$ cat src/hw/nflt_defines.vh
// Constants for the network command-source filter and signal-loss check.
// Assumes a 250 MHz core clock and a 32-bit AHB-Lite register bus.
`ifndef NFLT_DEFINES_VH
`define NFLT_DEFINES_VH

// ==========================================================================
// Register word offsets (bus address bits 7:2)
`define NFLT_A_CTRL 6'h00
`define NFLT_A_INTERVAL 6'h01
`define NFLT_A_OCT1 6'h02
`define NFLT_A_OCT2 6'h03
`define NFLT_A_OCT3 6'h04
`define NFLT_A_OCT4 6'h05
`define NFLT_A_OCT3_RANGE 6'h06
`define NFLT_A_OCT4_RANGE 6'h07
`define NFLT_A_SLOT0 6'h08
`define NFLT_A_SLOT1 6'h09
`define NFLT_A_SLOT2 6'h0a
`define NFLT_A_SLOT3 6'h0b
`define NFLT_A_STATUS 6'h0c
`define NFLT_A_MASK 6'h0d
`define NFLT_A_STATE 6'h0e

// ==========================================================================
// Field positions
`define NFLT_CTRL_NETMODE 0
`define NFLT_CTRL_NETSRC 1
`define NFLT_CTRL_APPLY 8
`define NFLT_EV_FAULT 0
`define NFLT_EV_REJECT 1
`define NFLT_EV_W 2

// ==========================================================================
// Setting codes and reset values
`define NFLT_CODE_OFF 16'h270f
`define NFLT_INTERVAL_MAX 16'h270e
`define NFLT_INTERVAL_RST 16'h0000
`define NFLT_OCT_RST 8'h00
`define NFLT_RANGE_RST 16'h270f
`define NFLT_PROTO_PORT 16'haf12
`define NFLT_PROTO_RIVAL 16'hb0b6
`define NFLT_SLOT0_RST 16'h1389
`define NFLT_SLOT1_RST 16'hb0b5
`define NFLT_SLOT2_RST 16'hb0b6
`define NFLT_SLOT3_RST 16'h270f

// ==========================================================================
// Timing: one interval step is 0.1 s
`define NFLT_STEP_NS 100000000
`define NFLT_CLK_NS 4

// ==========================================================================
// AHB-Lite codes
`define NFLT_HTRANS_NONSEQ 2'b10
`define NFLT_HSIZE_WORD 3'b010
`define NFLT_HRESP_OKAY 1'b0

`endif

$ cat src/hw/nflt_filter.v
// Network command-source address filter and signal-loss supervisor.
// Assumes frame reports come from the receive logic on I_MCLK, one pulse
// per received frame, and that the AHB-Lite master is the only bus master.
`timescale 1ns/1ps
`include "nflt_defines.vh"

// Summary of operation
// - Interval zero: output shut off in network mode; fault at once if network operation is active outside start-up.
// - Interval 0.1 to 999.8 s: shut off after silence longer than interval.
// - Interval at disable code: no signal-loss detection at all.
// - Silence toward all permitted peers raises communication fault and shuts output.
// - Interval zero, network start-up mode: one exchange, then communication fault.
// - Interval zero: monitor and parameter reads still served before network mode.
// - All four octets zero: no command source, network operation commands rejected.
// - Four octet settings, 0 to 255 each, reset to zero.
// - Third and fourth octets accepted between setting and range, either order.
// - Range at disable code means that octet must match exactly.
// - Protocol enabled by port code in a slot; rival code wins.
// - Address and function settings take effect only after device reset.
// - Loss timer starts at first permitted frame in network mode with network source.
module nflt_filter #(
	parameter STEP_CYCLES = `NFLT_STEP_NS / `NFLT_CLK_NS
) (
	input wire I_MCLK,
	input wire I_NRST,
	input wire I_CE,
	input wire I_HSEL,
	input wire [31:0] I_HADDR,
	input wire [1:0] I_HTRANS,
	input wire I_HWRITE,
	input wire [2:0] I_HSIZE,
	input wire [31:0] I_HWDATA,
	input wire I_HREADY,
	input wire I_FRAME_VALID,
	input wire [31:0] I_FRAME_SRC_IP,
	input wire I_FRAME_IS_CMD,
	output reg [31:0] O_HRDATA,
	output reg O_HREADYOUT,
	output reg O_HRESP,
	output reg O_OUTPUT_SHUTOFF,
	output reg O_COMM_FAULT,
	output reg O_PROTO_EN,
	output reg O_FRAME_SERVED,
	output reg O_CMD_ACCEPT,
	output reg O_CMD_REJECT,
	output reg O_IRQ
);

	// ======================================================================
	// Helpers

	// An octet matches an inclusive window whose ends may come in either order.
	function in_window;
		input [7:0] val;
		input [7:0] base;
		input [15:0] range;
		begin
			if (range == `NFLT_CODE_OFF) begin
				in_window = (val == base);
			end else if (base <= range[7:0]) begin
				in_window = (val >= base) && (val <= range[7:0]);
			end else begin
				in_window = (val >= range[7:0]) && (val <= base);
			end
		end
	endfunction

	// ======================================================================
	// Declarations
	reg [1:0] ctrl_reg;
	reg [15:0] interval_reg;
	reg [7:0] oct1_reg, oct2_reg, oct3_reg, oct4_reg;
	reg [15:0] range3_reg, range4_reg;
	reg [15:0] slot0_reg, slot1_reg, slot2_reg, slot3_reg;
	reg [7:0] act1_reg, act2_reg, act3_reg, act4_reg;
	reg [15:0] act_range3_reg, act_range4_reg;
	reg proto_en_next;
	reg [`NFLT_EV_W-1:0] status_reg, mask_reg;
	reg wr_pend_reg;
	reg [5:0] wr_idx_reg;
	reg apply_reg;
	reg armed_reg;
	reg startup_reg;
	reg fault_reg;
	reg net_prev_reg;
	reg [31:0] tick_cnt_reg;
	reg [15:0] step_cnt_reg;
	wire [5:0] a_idx;
	wire a_valid;
	wire wr_apply;
	wire net_active;
	wire frame_ok;
	wire check_on;
	wire int_zero;
	wire loss_hit;
	wire zero_fault;
	wire fault_set;
	wire [`NFLT_EV_W-1:0] ev_set;
	wire [31:0] step_last;
	reg [31:0] rd_data;

	// ======================================================================
	// Bus address phase decode.
	assign a_idx = I_HADDR[7:2];
	assign a_valid = I_HSEL && I_HREADY && (I_HTRANS == `NFLT_HTRANS_NONSEQ);
	assign wr_apply = wr_pend_reg && (wr_idx_reg == `NFLT_A_CTRL) &&
		I_HWDATA[`NFLT_CTRL_APPLY];

	// Read mux; unmapped words read as zero, answer is always OKAY.
	always @* begin
		rd_data = 32'h0000_0000;
		case (a_idx)
			`NFLT_A_CTRL: rd_data[1:0] = ctrl_reg;
			`NFLT_A_INTERVAL: rd_data[15:0] = interval_reg;
			`NFLT_A_OCT1: rd_data[7:0] = oct1_reg;
			`NFLT_A_OCT2: rd_data[7:0] = oct2_reg;
			`NFLT_A_OCT3: rd_data[7:0] = oct3_reg;
			`NFLT_A_OCT4: rd_data[7:0] = oct4_reg;
			`NFLT_A_OCT3_RANGE: rd_data[15:0] = range3_reg;
			`NFLT_A_OCT4_RANGE: rd_data[15:0] = range4_reg;
			`NFLT_A_SLOT0: rd_data[15:0] = slot0_reg;
			`NFLT_A_SLOT1: rd_data[15:0] = slot1_reg;
			`NFLT_A_SLOT2: rd_data[15:0] = slot2_reg;
			`NFLT_A_SLOT3: rd_data[15:0] = slot3_reg;
			`NFLT_A_STATUS: rd_data[`NFLT_EV_W-1:0] = status_reg;
			`NFLT_A_MASK: rd_data[`NFLT_EV_W-1:0] = mask_reg;
			`NFLT_A_STATE: rd_data[4:0] = {startup_reg, armed_reg, O_PROTO_EN,
				O_COMM_FAULT, O_OUTPUT_SHUTOFF};
			default: rd_data = 32'h0000_0000;
		endcase
	end

	// ======================================================================
	// AHB-Lite slave: zero wait states, read data registered in address phase.
	always @(posedge I_MCLK) begin
		if (!I_NRST) begin
			O_HRDATA <= 32'h0000_0000;
			O_HREADYOUT <= 1'b0;
			O_HRESP <= `NFLT_HRESP_OKAY;
			wr_pend_reg <= 1'b0;
			wr_idx_reg <= 6'h00;
		end else if (I_CE) begin
			O_HREADYOUT <= 1'b1;
			O_HRESP <= `NFLT_HRESP_OKAY;
			wr_pend_reg <= a_valid && I_HWRITE;
			wr_idx_reg <= a_idx;
			if (a_valid && !I_HWRITE) begin
				O_HRDATA <= rd_data;
			end
		end
	end

	// ======================================================================
	// Software-visible settings, written in the data phase.
	// setting registers
	always @(posedge I_MCLK) begin
		if (!I_NRST) begin
			ctrl_reg <= 2'b00;
			interval_reg <= `NFLT_INTERVAL_RST;
			oct1_reg <= `NFLT_OCT_RST;
			oct2_reg <= `NFLT_OCT_RST;
			oct3_reg <= `NFLT_OCT_RST;
			oct4_reg <= `NFLT_OCT_RST;
			range3_reg <= `NFLT_RANGE_RST;
			range4_reg <= `NFLT_RANGE_RST;
			slot0_reg <= `NFLT_SLOT0_RST;
			slot1_reg <= `NFLT_SLOT1_RST;
			slot2_reg <= `NFLT_SLOT2_RST;
			slot3_reg <= `NFLT_SLOT3_RST;
			mask_reg <= {`NFLT_EV_W{1'b0}};
		end else if (I_CE && wr_pend_reg) begin
			case (wr_idx_reg)
				`NFLT_A_CTRL: ctrl_reg <= I_HWDATA[1:0];
				`NFLT_A_INTERVAL: interval_reg <= I_HWDATA[15:0];
				`NFLT_A_OCT1: oct1_reg <= I_HWDATA[7:0];
				`NFLT_A_OCT2: oct2_reg <= I_HWDATA[7:0];
				`NFLT_A_OCT3: oct3_reg <= I_HWDATA[7:0];
				`NFLT_A_OCT4: oct4_reg <= I_HWDATA[7:0];
				`NFLT_A_OCT3_RANGE: range3_reg <= I_HWDATA[15:0];
				`NFLT_A_OCT4_RANGE: range4_reg <= I_HWDATA[15:0];
				`NFLT_A_SLOT0: slot0_reg <= I_HWDATA[15:0];
				`NFLT_A_SLOT1: slot1_reg <= I_HWDATA[15:0];
				`NFLT_A_SLOT2: slot2_reg <= I_HWDATA[15:0];
				`NFLT_A_SLOT3: slot3_reg <= I_HWDATA[15:0];
				`NFLT_A_MASK: mask_reg <= I_HWDATA[`NFLT_EV_W-1:0];
				default: mask_reg <= mask_reg;
			endcase
		end
	end

	// ======================================================================
	// Effective copies. The apply bit acts as the device reset for settings,
	// so a half-written address window never steers live traffic.
	// protocol selection
	always @* begin
		proto_en_next = 1'b0;
		if ((slot0_reg == `NFLT_PROTO_PORT) || (slot1_reg == `NFLT_PROTO_PORT) ||
			(slot2_reg == `NFLT_PROTO_PORT) || (slot3_reg == `NFLT_PROTO_PORT)) begin
			proto_en_next = 1'b1;
		end
		if ((slot0_reg == `NFLT_PROTO_RIVAL) || (slot1_reg == `NFLT_PROTO_RIVAL) ||
			(slot2_reg == `NFLT_PROTO_RIVAL) || (slot3_reg == `NFLT_PROTO_RIVAL)) begin
			proto_en_next = 1'b0;
		end
	end

	always @(posedge I_MCLK) begin
		if (!I_NRST) begin
			act1_reg <= `NFLT_OCT_RST;
			act2_reg <= `NFLT_OCT_RST;
			act3_reg <= `NFLT_OCT_RST;
			act4_reg <= `NFLT_OCT_RST;
			act_range3_reg <= `NFLT_RANGE_RST;
			act_range4_reg <= `NFLT_RANGE_RST;
			O_PROTO_EN <= 1'b0;
			apply_reg <= 1'b1;
		end else if (I_CE) begin
			apply_reg <= wr_apply;
			if (apply_reg) begin
				act1_reg <= oct1_reg;
				act2_reg <= oct2_reg;
				act3_reg <= oct3_reg;
				act4_reg <= oct4_reg;
				act_range3_reg <= range3_reg;
				act_range4_reg <= range4_reg;
				O_PROTO_EN <= proto_en_next;
			end
		end
	end

	// ======================================================================
	// Frame classification.
	assign net_active = ctrl_reg[`NFLT_CTRL_NETMODE] && ctrl_reg[`NFLT_CTRL_NETSRC];
	assign frame_ok = I_FRAME_VALID &&
		((act1_reg | act2_reg | act3_reg | act4_reg) != 8'h00) &&
		(I_FRAME_SRC_IP[31:24] == act1_reg) && (I_FRAME_SRC_IP[23:16] == act2_reg) &&
		in_window(I_FRAME_SRC_IP[15:8], act3_reg, act_range3_reg) &&
		in_window(I_FRAME_SRC_IP[7:0], act4_reg, act_range4_reg);

	// Frame answers: reads are always served, commands need a permitted source.
	// reads served, commands accepted or rejected
	always @(posedge I_MCLK) begin
		if (!I_NRST) begin
			O_FRAME_SERVED <= 1'b0;
			O_CMD_ACCEPT <= 1'b0;
			O_CMD_REJECT <= 1'b0;
		end else if (I_CE) begin
			O_FRAME_SERVED <= I_FRAME_VALID && !I_FRAME_IS_CMD;
			O_CMD_ACCEPT <= frame_ok && I_FRAME_IS_CMD && !fault_reg;
			O_CMD_REJECT <= I_FRAME_VALID && I_FRAME_IS_CMD && (!frame_ok || fault_reg);
		end
	end

	// ======================================================================
	// Signal-loss timer, counted in 0.1 s steps.
	assign int_zero = (interval_reg == 16'h0000);
	assign check_on = !int_zero && (interval_reg <= `NFLT_INTERVAL_MAX);
	assign step_last = STEP_CYCLES - 1;
	assign loss_hit = armed_reg && check_on && (step_cnt_reg >= interval_reg) &&
		(tick_cnt_reg == step_last) && !frame_ok;
	assign zero_fault = int_zero && net_active &&
		(!startup_reg || (frame_ok && net_prev_reg)) && !(startup_reg && !frame_ok);
	assign fault_set = (loss_hit || zero_fault) && !fault_reg;

	always @(posedge I_MCLK) begin
		if (!I_NRST) begin
			armed_reg <= 1'b0;
			tick_cnt_reg <= 32'h0000_0000;
			step_cnt_reg <= 16'h0000;
		end else if (I_CE) begin
			if (!net_active || !check_on || apply_reg) begin
				armed_reg <= 1'b0;
				tick_cnt_reg <= 32'h0000_0000;
				step_cnt_reg <= 16'h0000;
			end else if (frame_ok) begin
				armed_reg <= 1'b1;
				tick_cnt_reg <= 32'h0000_0000;
				step_cnt_reg <= 16'h0000;
			end else if (armed_reg) begin
				if (tick_cnt_reg == step_last) begin
					tick_cnt_reg <= 32'h0000_0000;
					if (step_cnt_reg != `NFLT_CODE_OFF) begin
						step_cnt_reg <= step_cnt_reg + 16'h0001;
					end
				end else begin
					tick_cnt_reg <= tick_cnt_reg + 32'h0000_0001;
				end
			end
		end
	end

	// ======================================================================
	// Fault and output shut-off. Fault stays until the apply bit resets it;
	// a running drive must not restart on its own after a link loss.
	// fault and shut off
	always @(posedge I_MCLK) begin
		if (!I_NRST) begin
			fault_reg <= 1'b0;
			startup_reg <= 1'b1;
			net_prev_reg <= 1'b0;
			O_COMM_FAULT <= 1'b0;
			O_OUTPUT_SHUTOFF <= 1'b0;
		end else if (I_CE) begin
			net_prev_reg <= net_active;
			if (apply_reg) begin
				fault_reg <= 1'b0;
				startup_reg <= 1'b1;
			end else begin
				if (fault_set) begin
					fault_reg <= 1'b1;
				end
				if (frame_ok || (net_active && !net_prev_reg && !startup_reg) ||
					(!net_active && net_prev_reg)) begin
					startup_reg <= 1'b0;
				end else if (!net_active && !net_prev_reg) begin
					startup_reg <= 1'b0;
				end
			end
			O_COMM_FAULT <= fault_reg || fault_set;
			O_OUTPUT_SHUTOFF <= fault_reg || fault_set ||
				(int_zero && ctrl_reg[`NFLT_CTRL_NETMODE]);
		end
	end

	// ======================================================================
	// Sticky event status, write one to clear; a new event beats the clear.
	assign ev_set = {O_CMD_REJECT, fault_set};
	always @(posedge I_MCLK) begin
		if (!I_NRST) begin
			status_reg <= {`NFLT_EV_W{1'b0}};
			O_IRQ <= 1'b0;
		end else if (I_CE) begin
			if (wr_pend_reg && (wr_idx_reg == `NFLT_A_STATUS)) begin
				status_reg <= (status_reg & ~I_HWDATA[`NFLT_EV_W-1:0]) | ev_set;
			end else begin
				status_reg <= status_reg | ev_set;
			end
			O_IRQ <= |(status_reg & mask_reg);
		end
	end

endmodule // nflt_filter

$ cat config.mk
export PLATFORM = sky130hd
export DESIGN_NAME = nflt_filter
export DESIGN_NICKNAME = d
export VERILOG_FILES = /design/src/hw/nflt_filter.v
export VERILOG_INCLUDE_DIRS = /design/src /design/src/hw
export SDC_FILE = /design/constraint.sdc
export NUM_CORES = 1
export LEC_CHECK = 0
export BUFFER_PORTS_ARGS = -buffer_cell sky130_fd_sc_hd__clkbuf_2
export CORE_MARGIN = 5
export CORE_UTILIZATION = 50
export CTS_CLUSTER_DIAMETER = 100
export DETAILED_ROUTE_END_ITERATION = 8
export PLACE_DENSITY_LB_ADDON = 0.05
export REMOVE_ABC_BUFFERS = 1
export SYNTH_ARGS = -nofsm -noshare
export SYNTH_HDL_FRONTEND = slang
export SYNTH_SLANG_ARGS = --single-unit
$ cat constraint.sdc
create_clock -name I_MCLK -period 3.5 [get_ports I_MCLK]
set_input_delay 0.35 -clock I_MCLK [delete_from_list [all_inputs] [get_ports I_MCLK]]
set_output_delay 0.35 -clock I_MCLK [all_outputs]
set_load 0.05 [all_outputs]
==> run_summary.xml, run 1 <==
<?xml version="1.0" encoding="UTF-8"?>
<metrics>
  <group name="detailed_routing">
    <metric name="routed_wire_length" unit="mm">49.5</metric>
    <metric name="route.antenna.remaining_nets" unit="">0</metric>
    <metric name="drt-pass1-iter-count" unit="">5</metric>
    <metric name="total_drc_errors_in_the_routed_layout" unit="">0</metric>
    <metric name="routed-via-count" unit="">14099</metric>
    <metric name="wl_per_cell" unit="um">21.4</metric>
    <metric name="detail_route.vias_per_cell" unit="">6.09</metric>
    <metric name="detailedRoute.firstIterationViolations" unit="">1537</metric>
  </group>
  <group name="die">
    <metric name="die_width" unit="um">182</metric>
    <metric name="floorplan.core_area" unit="um2">29400</metric>
    <metric name="floorplan.io_pins" unit="">150</metric>
    <metric name="row_count" unit="">63</metric>
    <metric name="die_y" unit="um">182</metric>
    <metric name="floorplan.initialDensity" unit="%">50.3</metric>
    <metric name="design.die.area" unit="um2">33100</metric>
  </group>
  <group name="synth">
    <metric name="synth_top_family_by_area" unit="">simple AND/OR/NAND/NOR gates</metric>
    <metric name="ys_top_cells_by_area" unit="">dfxtp_1 40%, nand2_1 8.9%, a21oi_1 5.7%</metric>
    <metric name="synth_simple_gate_area_share" unit="%">25.4</metric>
    <metric name="yosysSeqAreaShare" unit="%">40.3</metric>
    <metric name="synth.yosys.warnings" unit="">0</metric>
    <metric name="yosys.area_share.xor_xnor" unit="%">1.30</metric>
    <metric name="most_frequently_used_cell_type_in_the_post_synthesis_netlist" unit="">nand2_1</metric>
    <metric name="mappedNetlistArea" unit="um2">14800</metric>
    <metric name="post_synth_arst_share" unit="%">0</metric>
    <metric name="yosys.area_share.adder" unit="%">5.59</metric>
    <metric name="synth_edf_count" unit="">0</metric>
    <metric name="synth_cells" unit="">1831</metric>
    <metric name="synth_flop_cell" unit="">dfxtp_1</metric>
    <metric name="synth-compound-area-share" unit="%">18.5</metric>
    <metric name="synth_top_area_share" unit="%">40.3</metric>
    <metric name="yosys_register_bits" unit="">298</metric>
    <metric name="synthTopCellsByCount" unit="">352 x nand2_1, 298 x dfxtp_1, 167 x a21oi_1</metric>
    <metric name="avgSynthCellArea" unit="um2">8.08</metric>
    <metric name="synth.largest_area_cell" unit="">dfxtp_1</metric>
    <metric name="synth_cell_types" unit="">81</metric>
    <metric name="synth.mux.area_fraction" unit="%">3.82</metric>
  </group>
  <group name="cts">
    <metric name="ctsHoldBuffers" unit="">0</metric>
    <metric name="cts.clk_slew.worst_paths" unit="ns">0.06</metric>
    <metric name="clock_buffers_created_by_tritoncts" unit="">34</metric>
    <metric name="clock_tree.root_cell" unit="">clkbuf_16</metric>
    <metric name="clock-sinks" unit="">298</metric>
    <metric name="cts.path.max_buffers" unit="">3</metric>
    <metric name="clk-insertion-delay-late" unit="ns">0.51</metric>
    <metric name="htree_levels" unit="">2</metric>
    <metric name="cts_post_setup_buffers_inserted" unit="">0</metric>
    <metric name="cts_tree" unit="">built</metric>
    <metric name="cts.repair.resized" unit="">0</metric>
  </group>
  <group name="setup_path">
    <metric name="max_stage_delay" unit="ns">0.61</metric>
    <metric name="worst_path_max_delay_cell" unit="">or4_4</metric>
    <metric name="worstPathRequired" unit="ns">3.94</metric>
    <metric name="timing.critical_path.to_type" unit="">flop</metric>
    <metric name="crit_fanout" unit="">55</metric>
    <metric name="cell_by_cell_listing_of_the_critical_path" unit="">inv_1 -&gt; ha_1 -&gt; nand4_1 -&gt; nor2_2 -&gt; o22ai_1 -&gt; or4_4 -&gt; nor3_4 -&gt; a21oi_4 -&gt; buf_12 -&gt; or4_1 -&gt; a21oi_1</metric>
    <metric name="critical_path_class" unit="">flop to flop</metric>
    <metric name="start_kind" unit="">flop</metric>
    <metric name="timing.critical_path.buf_inv" unit="">2</metric>
    <metric name="cp_data_arrival_time" unit="ns">3.75</metric>
    <metric name="worst_path_dominant_cell_family" unit="">simple AND/OR/NAND/NOR gates</metric>
  </group>
  <group name="final_layout">
    <metric name="nets" unit="">2078</metric>
    <metric name="largest_reg_flops" unit="">32</metric>
    <metric name="layout-drive-gt1-share" unit="%">11.0</metric>
    <metric name="layout-area-overhead-vs-synth" unit="%">13.1</metric>
    <metric name="antennaDiodeCount" unit="">0</metric>
    <metric name="fill_cells" unit="">2791</metric>
  </group>
  <group name="sta">
    <metric name="period_needed" unit="ns">3.31</metric>
    <metric name="rsz0062_at_grt" unit="">no</metric>
    <metric name="maxClockFrequency" unit="GHz">0.302</metric>
    <metric name="worst_slew_margin_rel" unit="%">29.8</metric>
    <metric name="timing_hold_violations_final" unit="">0</metric>
    <metric name="slew_at_the_pin_closest_to_its_max_slew_limit" unit="ns">1.05</metric>
    <metric name="timing.clock.skew" unit="ns">0.0142</metric>
    <metric name="setup_total_negative_slack" unit="ns">0</metric>
    <metric name="fin_crit_sh" unit="%">94.6</metric>
    <metric name="drv_slew" unit="">0</metric>
    <metric name="setup_viol" unit="">0</metric>
  </group>
  <group name="outcome">
    <metric name="run_status" unit="">completed</metric>
  </group>
  <group name="run">
    <metric name="timing.max_cap.violations" unit="">0</metric>
  </group>
  <group name="place">
    <metric name="final_gp_congestion" unit="">0.939</metric>
    <metric name="portBuffers" unit="">87</metric>
    <metric name="dp_hpwl" unit="mm">35.9</metric>
  </group>
  <group name="grt">
    <metric name="grt_start_max_net_pins" unit="">71</metric>
    <metric name="vias_in_the_first_global_route" unit="">12897</metric>
    <metric name="global_route.usage.total" unit="%">28.7</metric>
    <metric name="global_route.overflow_total" unit="">0</metric>
    <metric name="initial_antenna_violation_count" unit="">0</metric>
    <metric name="grt_pass1_wl" unit="mm">76.0</metric>
  </group>
  <group name="pwr">
    <metric name="power.leakage" unit="nW">6.63</metric>
    <metric name="irDropWorstVdd" unit="mV">0.310</metric>
    <metric name="powerDensity" unit="nW/um2">444</metric>
    <metric name="total_power" unit="mW">7.42</metric>
  </group>
  <group name="hold_path">
    <metric name="hold_path_class" unit="">input port to flop</metric>
  </group>
</metrics>
metrics by stage:
stage	setup slack, ns	hold slack (ns)	util (%)	instance area (um2)	std cells
2_1_floorplan	-1.34	0.422	-	14300	1740
3_3_place_gp	0.215	0.439	53.1	15600	2257
3_5_place_dp	0.184	0.456	53.1	15600	2257
4_1_cts	0.150	0.100	56.9	16700	2316
5_1_grt	0.0270	0.132	56.9	16700	2316
6_report	0.190	0.116	56.9	16700	2316
power by group:
part / switching [mW] / leakage [nW] / internal, mW
sequential: 0.0135 / 2.41 / 3.40
combinational: 0.319 / 3.67 / 0.110
clock: 1.42 / 0.549 / 2.16
tightest hold or removal path, cell delays in order:
cell	delay [ns]
clkbuf_2	0.10
mux2i_1	0.06
nor2_1	0.07
cell families after synthesis:
kind of cell | count (synthesis)
adder cells (fa/ha/maj) | 66
AND/OR/NAND/NOR | 790
flip-flops | 298
other | 1
multiplexers | 56
buffers and inverters | 171
AO/OA/AOI/OAI | 427
XOR/XNOR | 22
layer usage:
metal | vias to the layer above | GRT usage, % | routed length (um)
met4 | 0 | 8.20 | 1500
met1 | 6732 | 41.9 | 22500
met3 | 102 | 3.85 | 3680
met2 | 579 | 44.6 | 21800
li1 | 6686 | - | -
met5 | - | 0 | 0
area by class of cell:
cell class	count	area [um2]	area share, %
Clock buffer	52	1020	6.10
Clock inverter	7	92.6	0.553
Inverter	64	243	1.45
Multi-Input combinational cell	1378	8160	48.8
Sequential cell	298	5970	35.7
Tap cell	390	488	2.92
Timing Repair Buffer	127	761	4.55
cells in the final DEF, fill, tap and decap left out, types with 35 or more instances in the layout:
cell	count
nand2_1	352
dfxtp_1	297
a21oi_1	166
nor2_1	129
nand3_1	92
clkbuf_2	87
ha_1	66
inv_1	62
o21ai_0	55
mux2i_1	52
a22oi_1	41
buf_4	38
clkbuf_16	35
worst paths after layout:
check | from | endpoint | slack (ns) | cells past startpoint
max reg2reg | act3_reg[5] | tick_cnt_reg[26] | 0.19 | 11
min | I_HADDR[7] | wr_idx_reg[5] | 0.12 | 3
max | act3_reg[5] | tick_cnt_reg[26] | 0.19 | 11
min reg2reg | O_HRDATA[12] | O_HRDATA[12] | 0.46 | 2
Note: power is estimated with default switching activity, not from simulation.
==> run 2, diff against run 1 <==
- CORE_UTILIZATION: 50 -> 25
==> run_summary.xml, run 2 (synthesis results as in run 1) <==
<?xml version="1.0" encoding="UTF-8"?>
<metrics>
  <group name="outcome">
    <metric name="run_status" unit="">completed</metric>
  </group>
  <group name="pwr">
    <metric name="powerDensity" unit="nW/um2">461</metric>
    <metric name="power.leakage" unit="nW">6.86</metric>
    <metric name="irDropWorstVdd" unit="mV">0.264</metric>
  </group>
  <group name="setup_path">
    <metric name="worstPathRequired" unit="ns">3.98</metric>
    <metric name="cp_num_cells" unit="">12</metric>
    <metric name="rr_worst_depth" unit="">12</metric>
    <metric name="cell_by_cell_listing_of_the_critical_path" unit="">inv_1 -&gt; ha_1 -&gt; nand4_1 -&gt; nor2_1 -&gt; nor4_1 -&gt; nor4_2 -&gt; buf_4 -&gt; nor2b_1 -&gt; a211oi_1 -&gt; buf_4 -&gt; or4b_2 -&gt; a21oi_1</metric>
    <metric name="worst_setup_path_endpoint" unit="">tick_cnt_reg[29]</metric>
    <metric name="timing.critical_path.buf_inv" unit="">3</metric>
    <metric name="reg2reg_setup_slack" unit="ns">0.26</metric>
    <metric name="critical_path_class" unit="">flop to flop</metric>
    <metric name="timing.critical_path.to_type" unit="">flop</metric>
    <metric name="start_kind" unit="">flop</metric>
    <metric name="worst_path_dominant_cell_family" unit="">simple AND/OR/NAND/NOR gates</metric>
    <metric name="crit_path_start" unit="">act4_reg[3]</metric>
    <metric name="max_stage_delay" unit="ns">0.60</metric>
    <metric name="cp_data_arrival_time" unit="ns">3.72</metric>
    <metric name="critical_path.reg2reg.startpoint" unit="">act4_reg[3]</metric>
    <metric name="crit_fanout" unit="">7</metric>
    <metric name="crit_top_cell" unit="">buf_4</metric>
    <metric name="worst_path_max_delay_cell" unit="">or4b_2</metric>
    <metric name="reg2reg_to" unit="">tick_cnt_reg[29]</metric>
  </group>
  <group name="die">
    <metric name="floorplan.initialDensity" unit="%">25.1</metric>
    <metric name="floorplan.core_area" unit="um2">58800</metric>
    <metric name="die_width" unit="um">253</metric>
    <metric name="die_y" unit="um">253</metric>
    <metric name="design.die.area" unit="um2">64100</metric>
    <metric name="floorplan.io_pins" unit="">150</metric>
    <metric name="row_count" unit="">89</metric>
  </group>
  <group name="place">
    <metric name="dp_hpwl" unit="mm">46.3</metric>
    <metric name="post-place-ws" unit="ns">0.107</metric>
    <metric name="portBuffers" unit="">87</metric>
    <metric name="final_gp_congestion" unit="">0.825</metric>
    <metric name="dp_cells" unit="">2660</metric>
  </group>
  <group name="grt">
    <metric name="global_route.overflow_total" unit="">0</metric>
    <metric name="vias_in_the_first_global_route" unit="">13338</metric>
    <metric name="global_route.usage.total" unit="%">18.9</metric>
    <metric name="initial_antenna_violation_count" unit="">0</metric>
    <metric name="grt_pass1_wl" unit="mm">91.1</metric>
    <metric name="grt_start_max_net_pins" unit="">84</metric>
  </group>
  <group name="cts">
    <metric name="cts.clk_slew.worst_paths" unit="ns">0.06</metric>
    <metric name="cts_post_setup_buffers_inserted" unit="">0</metric>
    <metric name="cts_tree" unit="">built</metric>
    <metric name="cts.path.max_buffers" unit="">3</metric>
    <metric name="clock-sinks" unit="">298</metric>
    <metric name="clock_tree.root_cell" unit="">clkbuf_16</metric>
    <metric name="clock_buffers_created_by_tritoncts" unit="">39</metric>
    <metric name="clk-insertion-delay-late" unit="ns">0.56</metric>
    <metric name="htree_levels" unit="">2</metric>
  </group>
  <group name="detailed_routing">
    <metric name="total_drc_errors_in_the_routed_layout" unit="">0</metric>
    <metric name="drt-pass1-iter-count" unit="">6</metric>
    <metric name="detailedRoute.firstIterationViolations" unit="">963</metric>
    <metric name="routed-via-count" unit="">13870</metric>
    <metric name="routed_wire_length" unit="mm">62.3</metric>
    <metric name="detail_route.vias_per_cell" unit="">5.08</metric>
    <metric name="wl_per_cell" unit="um">22.8</metric>
    <metric name="route.antenna.remaining_nets" unit="">0</metric>
  </group>
  <group name="sta">
    <metric name="timing.clock.skew" unit="ns">0.0193</metric>
    <metric name="final.setup.worst_slack" unit="ns">0.259</metric>
    <metric name="period_needed" unit="ns">3.24</metric>
    <metric name="setup_viol" unit="">0</metric>
    <metric name="fin_crit_sh" unit="%">92.6</metric>
    <metric name="hold_slack" unit="ns">0.0855</metric>
    <metric name="maxClockFrequency" unit="GHz">0.309</metric>
    <metric name="slew_at_the_pin_closest_to_its_max_slew_limit" unit="ns">1.08</metric>
    <metric name="worst_slew_margin_rel" unit="%">27.9</metric>
    <metric name="drv_slew" unit="">0</metric>
    <metric name="timing_hold_violations_final" unit="">0</metric>
  </group>
  <group name="final_layout">
    <metric name="layout-area-overhead-vs-synth" unit="%">19.4</metric>
    <metric name="layout-drive-gt1-share" unit="%">12.4</metric>
    <metric name="commonest_non_fill_non_tap_cells_in_the_layout" unit="">352 x nand2_1, 298 x dfxtp_1, 166 x a21oi_1, 129 x nor2_1, 92 x nand3_1</metric>
    <metric name="layout.cells.non_filler" unit="">2730</metric>
    <metric name="largest_reg_flops" unit="">32</metric>
    <metric name="layout_commonest_cell" unit="">nand2_1</metric>
    <metric name="antennaDiodeCount" unit="">0</metric>
    <metric name="nets" unit="">2103</metric>
  </group>
  <group name="run">
    <metric name="timing.max_cap.violations" unit="">0</metric>
  </group>
  <group name="hold_path">
    <metric name="hold_path_class" unit="">input port to flop</metric>
  </group>
</metrics>
==> run 2: changes by cell type in the layout (fill, tap and decap cells not counted), sizes merged <==
cell,before,now
buf,40,60
bufinv,2,4
clkbuf,139,146
clkinv,4,7
inv,65,64
==> run 2: timing repair <==
item                                    4_1_cts  5_1_grt
hold endpoints to repair                      0        0
endpoints found under the setup margin        0        3
hold buffers                                  0        0
resized for setup                             0        3
==> run 2: area by class of cell <==
cell class / instances / area (um2)
fill: 6338 / 41100
clock buffer: 59 / 1180
timing repair buffer: 147 / 961
sequential: 298 / 5970
clock inverter: 11 / 159
multi-input combinational: 1378 / 8180
inverter: 64 / 243
tap: 773 / 967
==> run 2: through the flow <==
| step | instance area, um2 | util (%) | TNS, ns | power (mW) |
|---|---|---|---|---|
| after global routing | 17700 | 30.0 | -0.0218 | 8.42 |
| after floorplan | 14300 | - | -73.72 | 3.70 |
| after detailed placement | 16300 | 27.7 | 0 | 3.97 |
| after CTS | 17600 | 30.0 | 0 | 8.28 |
| final | 17700 | 30.0 | 0 | 8.13 |
| after global placement | 16300 | 27.7 | 0 | 3.97 |
==> run 2: worst reg2reg max path, cell delays in order, from the launching register on <==
cell,delay (ns)
dfxtp_1,0.44
inv_1,0.13
ha_1,0.33
nand4_1,0.10
nor2_1,0.20
nor4_1,0.13
nor4_2,0.31
buf_4,0.17
nor2b_1,0.28
a211oi_1,0.13
buf_4,0.19
or4b_2,0.60
a21oi_1,0.15
==> run 2: where the power goes <==
| part | internal [mW] | leakage, nW | switching, mW |
|---|---|---|---|
| sequential | 3.40 | 2.40 | 0.0143 |
| clock | 2.62 | 0.665 | 1.62 |
| combinational | 0.119 | 3.79 | 0.351 |
| total | 6.15 | 6.86 | 1.99 |
==> run 2: worst min path at each step <==
stage                       startpoint            end  slack, ns  cells after the start
after floorplan                 I_NRST  range3_reg[0]       0.42                      1
after global placement     O_HRDATA[2]    O_HRDATA[2]       0.44                      2
final                       I_HADDR[6]  wr_idx_reg[4]       0.09                      3
after global routing        I_HADDR[7]  wr_idx_reg[5]       0.11                      3
after CTS                   I_HADDR[6]  wr_idx_reg[4]       0.05                      3
after detailed placement  O_HRDATA[15]   O_HRDATA[15]       0.45                      2
==> run 2: per-layer routing <==
metal	up-vias	track usage (%)	wire (um)
met4	0	4.52	1260
met2	338	29.8	27900
met1	6713	27.5	30200
met5	-	0	0
li1	6747	-	-
met3	72	2.40	2950
==> run 3, diff against run 2 <==
- BUFFER_PORTS_ARGS: -buffer_cell sky130_fd_sc_hd__clkbuf_2 -> not set
- DONT_BUFFER_PORTS: not set -> 1
==> run_summary.xml, run 3 (synthesis results as in run 1) <==
<?xml version="1.0" encoding="UTF-8"?>
<metrics>
  <group name="hold_path">
    <metric name="hold_path_class" unit="">input port to flop</metric>
    <metric name="worstHoldPathCells" unit="">4</metric>
    <metric name="holdPathEnd" unit="">O_FRAME_SERVED</metric>
    <metric name="worstHoldStart" unit="">I_FRAME_VALID</metric>
  </group>
  <group name="die">
    <metric name="row_count" unit="">89</metric>
    <metric name="floorplan.io_pins" unit="">150</metric>
    <metric name="die_width" unit="um">253</metric>
    <metric name="floorplan.initialDensity" unit="%">25.1</metric>
    <metric name="die_y" unit="um">253</metric>
    <metric name="floorplan.core_area" unit="um2">58800</metric>
    <metric name="design.die.area" unit="um2">64100</metric>
  </group>
  <group name="run">
    <metric name="timing.max_cap.violations" unit="">0</metric>
  </group>
  <group name="sta">
    <metric name="hold_slack" unit="ns">0.0568</metric>
    <metric name="rsz0062_at_grt" unit="">no</metric>
    <metric name="period_needed" unit="ns">3.27</metric>
    <metric name="worst_slew_margin_rel" unit="%">23.0</metric>
    <metric name="fin_crit_sh" unit="%">93.4</metric>
    <metric name="setup_viol" unit="">0</metric>
    <metric name="timing.clock.skew" unit="ns">0.0187</metric>
    <metric name="timing_hold_violations_final" unit="">0</metric>
    <metric name="maxClockFrequency" unit="GHz">0.306</metric>
    <metric name="slew_at_the_pin_closest_to_its_max_slew_limit" unit="ns">1.15</metric>
    <metric name="drv_slew" unit="">0</metric>
    <metric name="final.setup.worst_slack" unit="ns">0.232</metric>
  </group>
  <group name="setup_path">
    <metric name="critical_path.reg2reg.startpoint" unit="">act_range3_reg[1]</metric>
    <metric name="worstPathRequired" unit="ns">3.98</metric>
    <metric name="crit_fanout" unit="">38</metric>
    <metric name="timing.critical_path.to_type" unit="">flop</metric>
    <metric name="reg2reg_setup_slack" unit="ns">0.23</metric>
    <metric name="critical_path_class" unit="">flop to flop</metric>
    <metric name="cp_data_arrival_time" unit="ns">3.75</metric>
    <metric name="reg2reg_to" unit="">tick_cnt_reg[9]</metric>
    <metric name="start_kind" unit="">flop</metric>
    <metric name="rr_worst_depth" unit="">14</metric>
  </group>
  <group name="final_layout">
    <metric name="layout-area-overhead-vs-synth" unit="%">17.9</metric>
    <metric name="fill_cells" unit="">6298</metric>
    <metric name="layout_commonest_cell" unit="">nand2_1</metric>
    <metric name="layout-drive-gt1-share" unit="%">8.11</metric>
    <metric name="commonest_non_fill_non_tap_cells_in_the_layout" unit="">351 x nand2_1, 298 x dfxtp_1, 166 x a21oi_1, 130 x nor2_1, 92 x nand3_1</metric>
    <metric name="largest_reg_flops" unit="">32</metric>
    <metric name="nets" unit="">2047</metric>
  </group>
  <group name="place">
    <metric name="dp_hpwl" unit="mm">46.4</metric>
    <metric name="final_gp_congestion" unit="">0.808</metric>
    <metric name="portBuffers" unit="">0</metric>
    <metric name="post-place-ws" unit="ns">0.0976</metric>
  </group>
  <group name="detailed_routing">
    <metric name="routed_wire_length" unit="mm">64.6</metric>
    <metric name="total_drc_errors_in_the_routed_layout" unit="">0</metric>
    <metric name="detail_route.vias_per_cell" unit="">5.17</metric>
    <metric name="route.antenna.remaining_nets" unit="">0</metric>
    <metric name="wl_per_cell" unit="um">24.1</metric>
    <metric name="detailedRoute.firstIterationViolations" unit="">984</metric>
    <metric name="routed-via-count" unit="">13826</metric>
    <metric name="drt-pass1-iter-count" unit="">5</metric>
  </group>
  <group name="pwr">
    <metric name="irDropWorstVdd" unit="mV">0.247</metric>
    <metric name="power.leakage" unit="nW">6.56</metric>
    <metric name="powerDensity" unit="nW/um2">447</metric>
  </group>
  <group name="cts">
    <metric name="cts.clk_slew.worst_paths" unit="ns">0.06</metric>
    <metric name="clk-insertion-delay-late" unit="ns">0.56</metric>
    <metric name="cts_post_setup_buffers_inserted" unit="">0</metric>
    <metric name="clock_tree.root_cell" unit="">clkbuf_16</metric>
    <metric name="cts.path.max_buffers" unit="">3</metric>
    <metric name="clock-sinks" unit="">298</metric>
    <metric name="cts_tree" unit="">built</metric>
    <metric name="htree_levels" unit="">2</metric>
    <metric name="clock_buffers_created_by_tritoncts" unit="">39</metric>
  </group>
  <group name="grt">
    <metric name="grt_start_max_net_pins" unit="">90</metric>
    <metric name="grt_pass1_wl" unit="mm">94.4</metric>
    <metric name="global_route.overflow_total" unit="">0</metric>
    <metric name="global_route.usage.total" unit="%">19.7</metric>
    <metric name="vias_in_the_first_global_route" unit="">13587</metric>
    <metric name="initial_antenna_violation_count" unit="">3</metric>
  </group>
  <group name="outcome">
    <metric name="run_status" unit="">completed</metric>
  </group>
</metrics>
run 3: changes by cell type in the layout (fill, tap and decap cells not counted), moves of 2 or more:
cell / before / now
buf_4: 54 / 56
bufinv_16: 4 / 0
clkbuf_2: 87 / 0
diode_2: 0 / 4
dlygate4sd3_1: 0 / 29
run 3: layout make-up:
type                    count  area, um2  area share (%)
multi-input cells        1378       8170            46.9
flip-flops and latches    298       5970            34.2
clock buffers              60       1200            6.87
well taps                 773        967            5.55
repair buffers             91        838            4.81
inverters                  64        243            1.39
clock inverters             7       35.0           0.201
diodes                      4       10.0          0.0574
run 3: worst max-delay path by stage:
| stage | from | to | slack (ns) | depth (start not counted) |
|---|---|---|---|---|
| floorplan | I_NRST | act1_reg[0] | -1.34 | 3 |
| global placement | act3_reg[3] | tick_cnt_reg[20] | 0.14 | 11 |
| detailed placement | act3_reg[3] | tick_cnt_reg[20] | 0.1 | 11 |
| CTS | act3_reg[3] | tick_cnt_reg[20] | 0.03 | 11 |
| global route | act_range3_reg[1] | tick_cnt_reg[3] | 0.02 | 15 |
| finish | act_range3_reg[1] | tick_cnt_reg[9] | 0.23 | 14 |
run 3: worst max-delay path: stages, from the launching register on:
cell,delay [ns]
dfxtp_1,0.34
inv_1,0.09
ha_1,0.27
and3_1,0.17
a221oi_1,0.40
nor2_1,0.07
o221ai_1,0.18
o22ai_1,0.13
buf_4,0.18
buf_4,0.15
nor3_4,0.25
a21oi_4,0.10
buf_12,0.19
or4_1,0.51
a21oi_1,0.14
run 3: metal layers:
layer	track usage, %	routed length (um)	vias to the layer above	part of all wire, %
li1	-	-	6628	-
met1	27.9	31100	6782	48
met2	30.7	28500	328	44
met4	6.28	1910	0	3.0
met5	0	0	-	0
met3	3.12	3030	88	4.7
run 3: power by group:
part           switching, mW  internal [mW]  leakage [nW]
registers             0.0280           3.40          2.40
clock network           1.61           2.34         0.615
logic                  0.295          0.110          3.54
run 3: repair_timing:
item,CTS,global route
hold buffers,30,0
gates resized for setup,0,1
endpoints found under the hold margin,170,0
endpoints found under the setup margin,0,7
run 3: through the flow:
| step | power (mW) | instances | cell area, um2 | TNS, ns | utilization, % |
|---|---|---|---|---|---|
| 2_1_floorplan | 3.70 | 1740 | 14300 | -73.72 | - |
| 4_1_cts | 7.92 | 2671 | 17400 | 0 | 29.6 |
| 3_3_place_gp | 3.82 | 2574 | 15900 | 0 | 27.0 |
| 6_report | 7.79 | 2675 | 17400 | 0 | 29.6 |
| 3_5_place_dp | 3.82 | 2574 | 15900 | 0 | 27.0 |
| 5_1_grt | 8.06 | 2673 | 17400 | 0 | 29.6 |
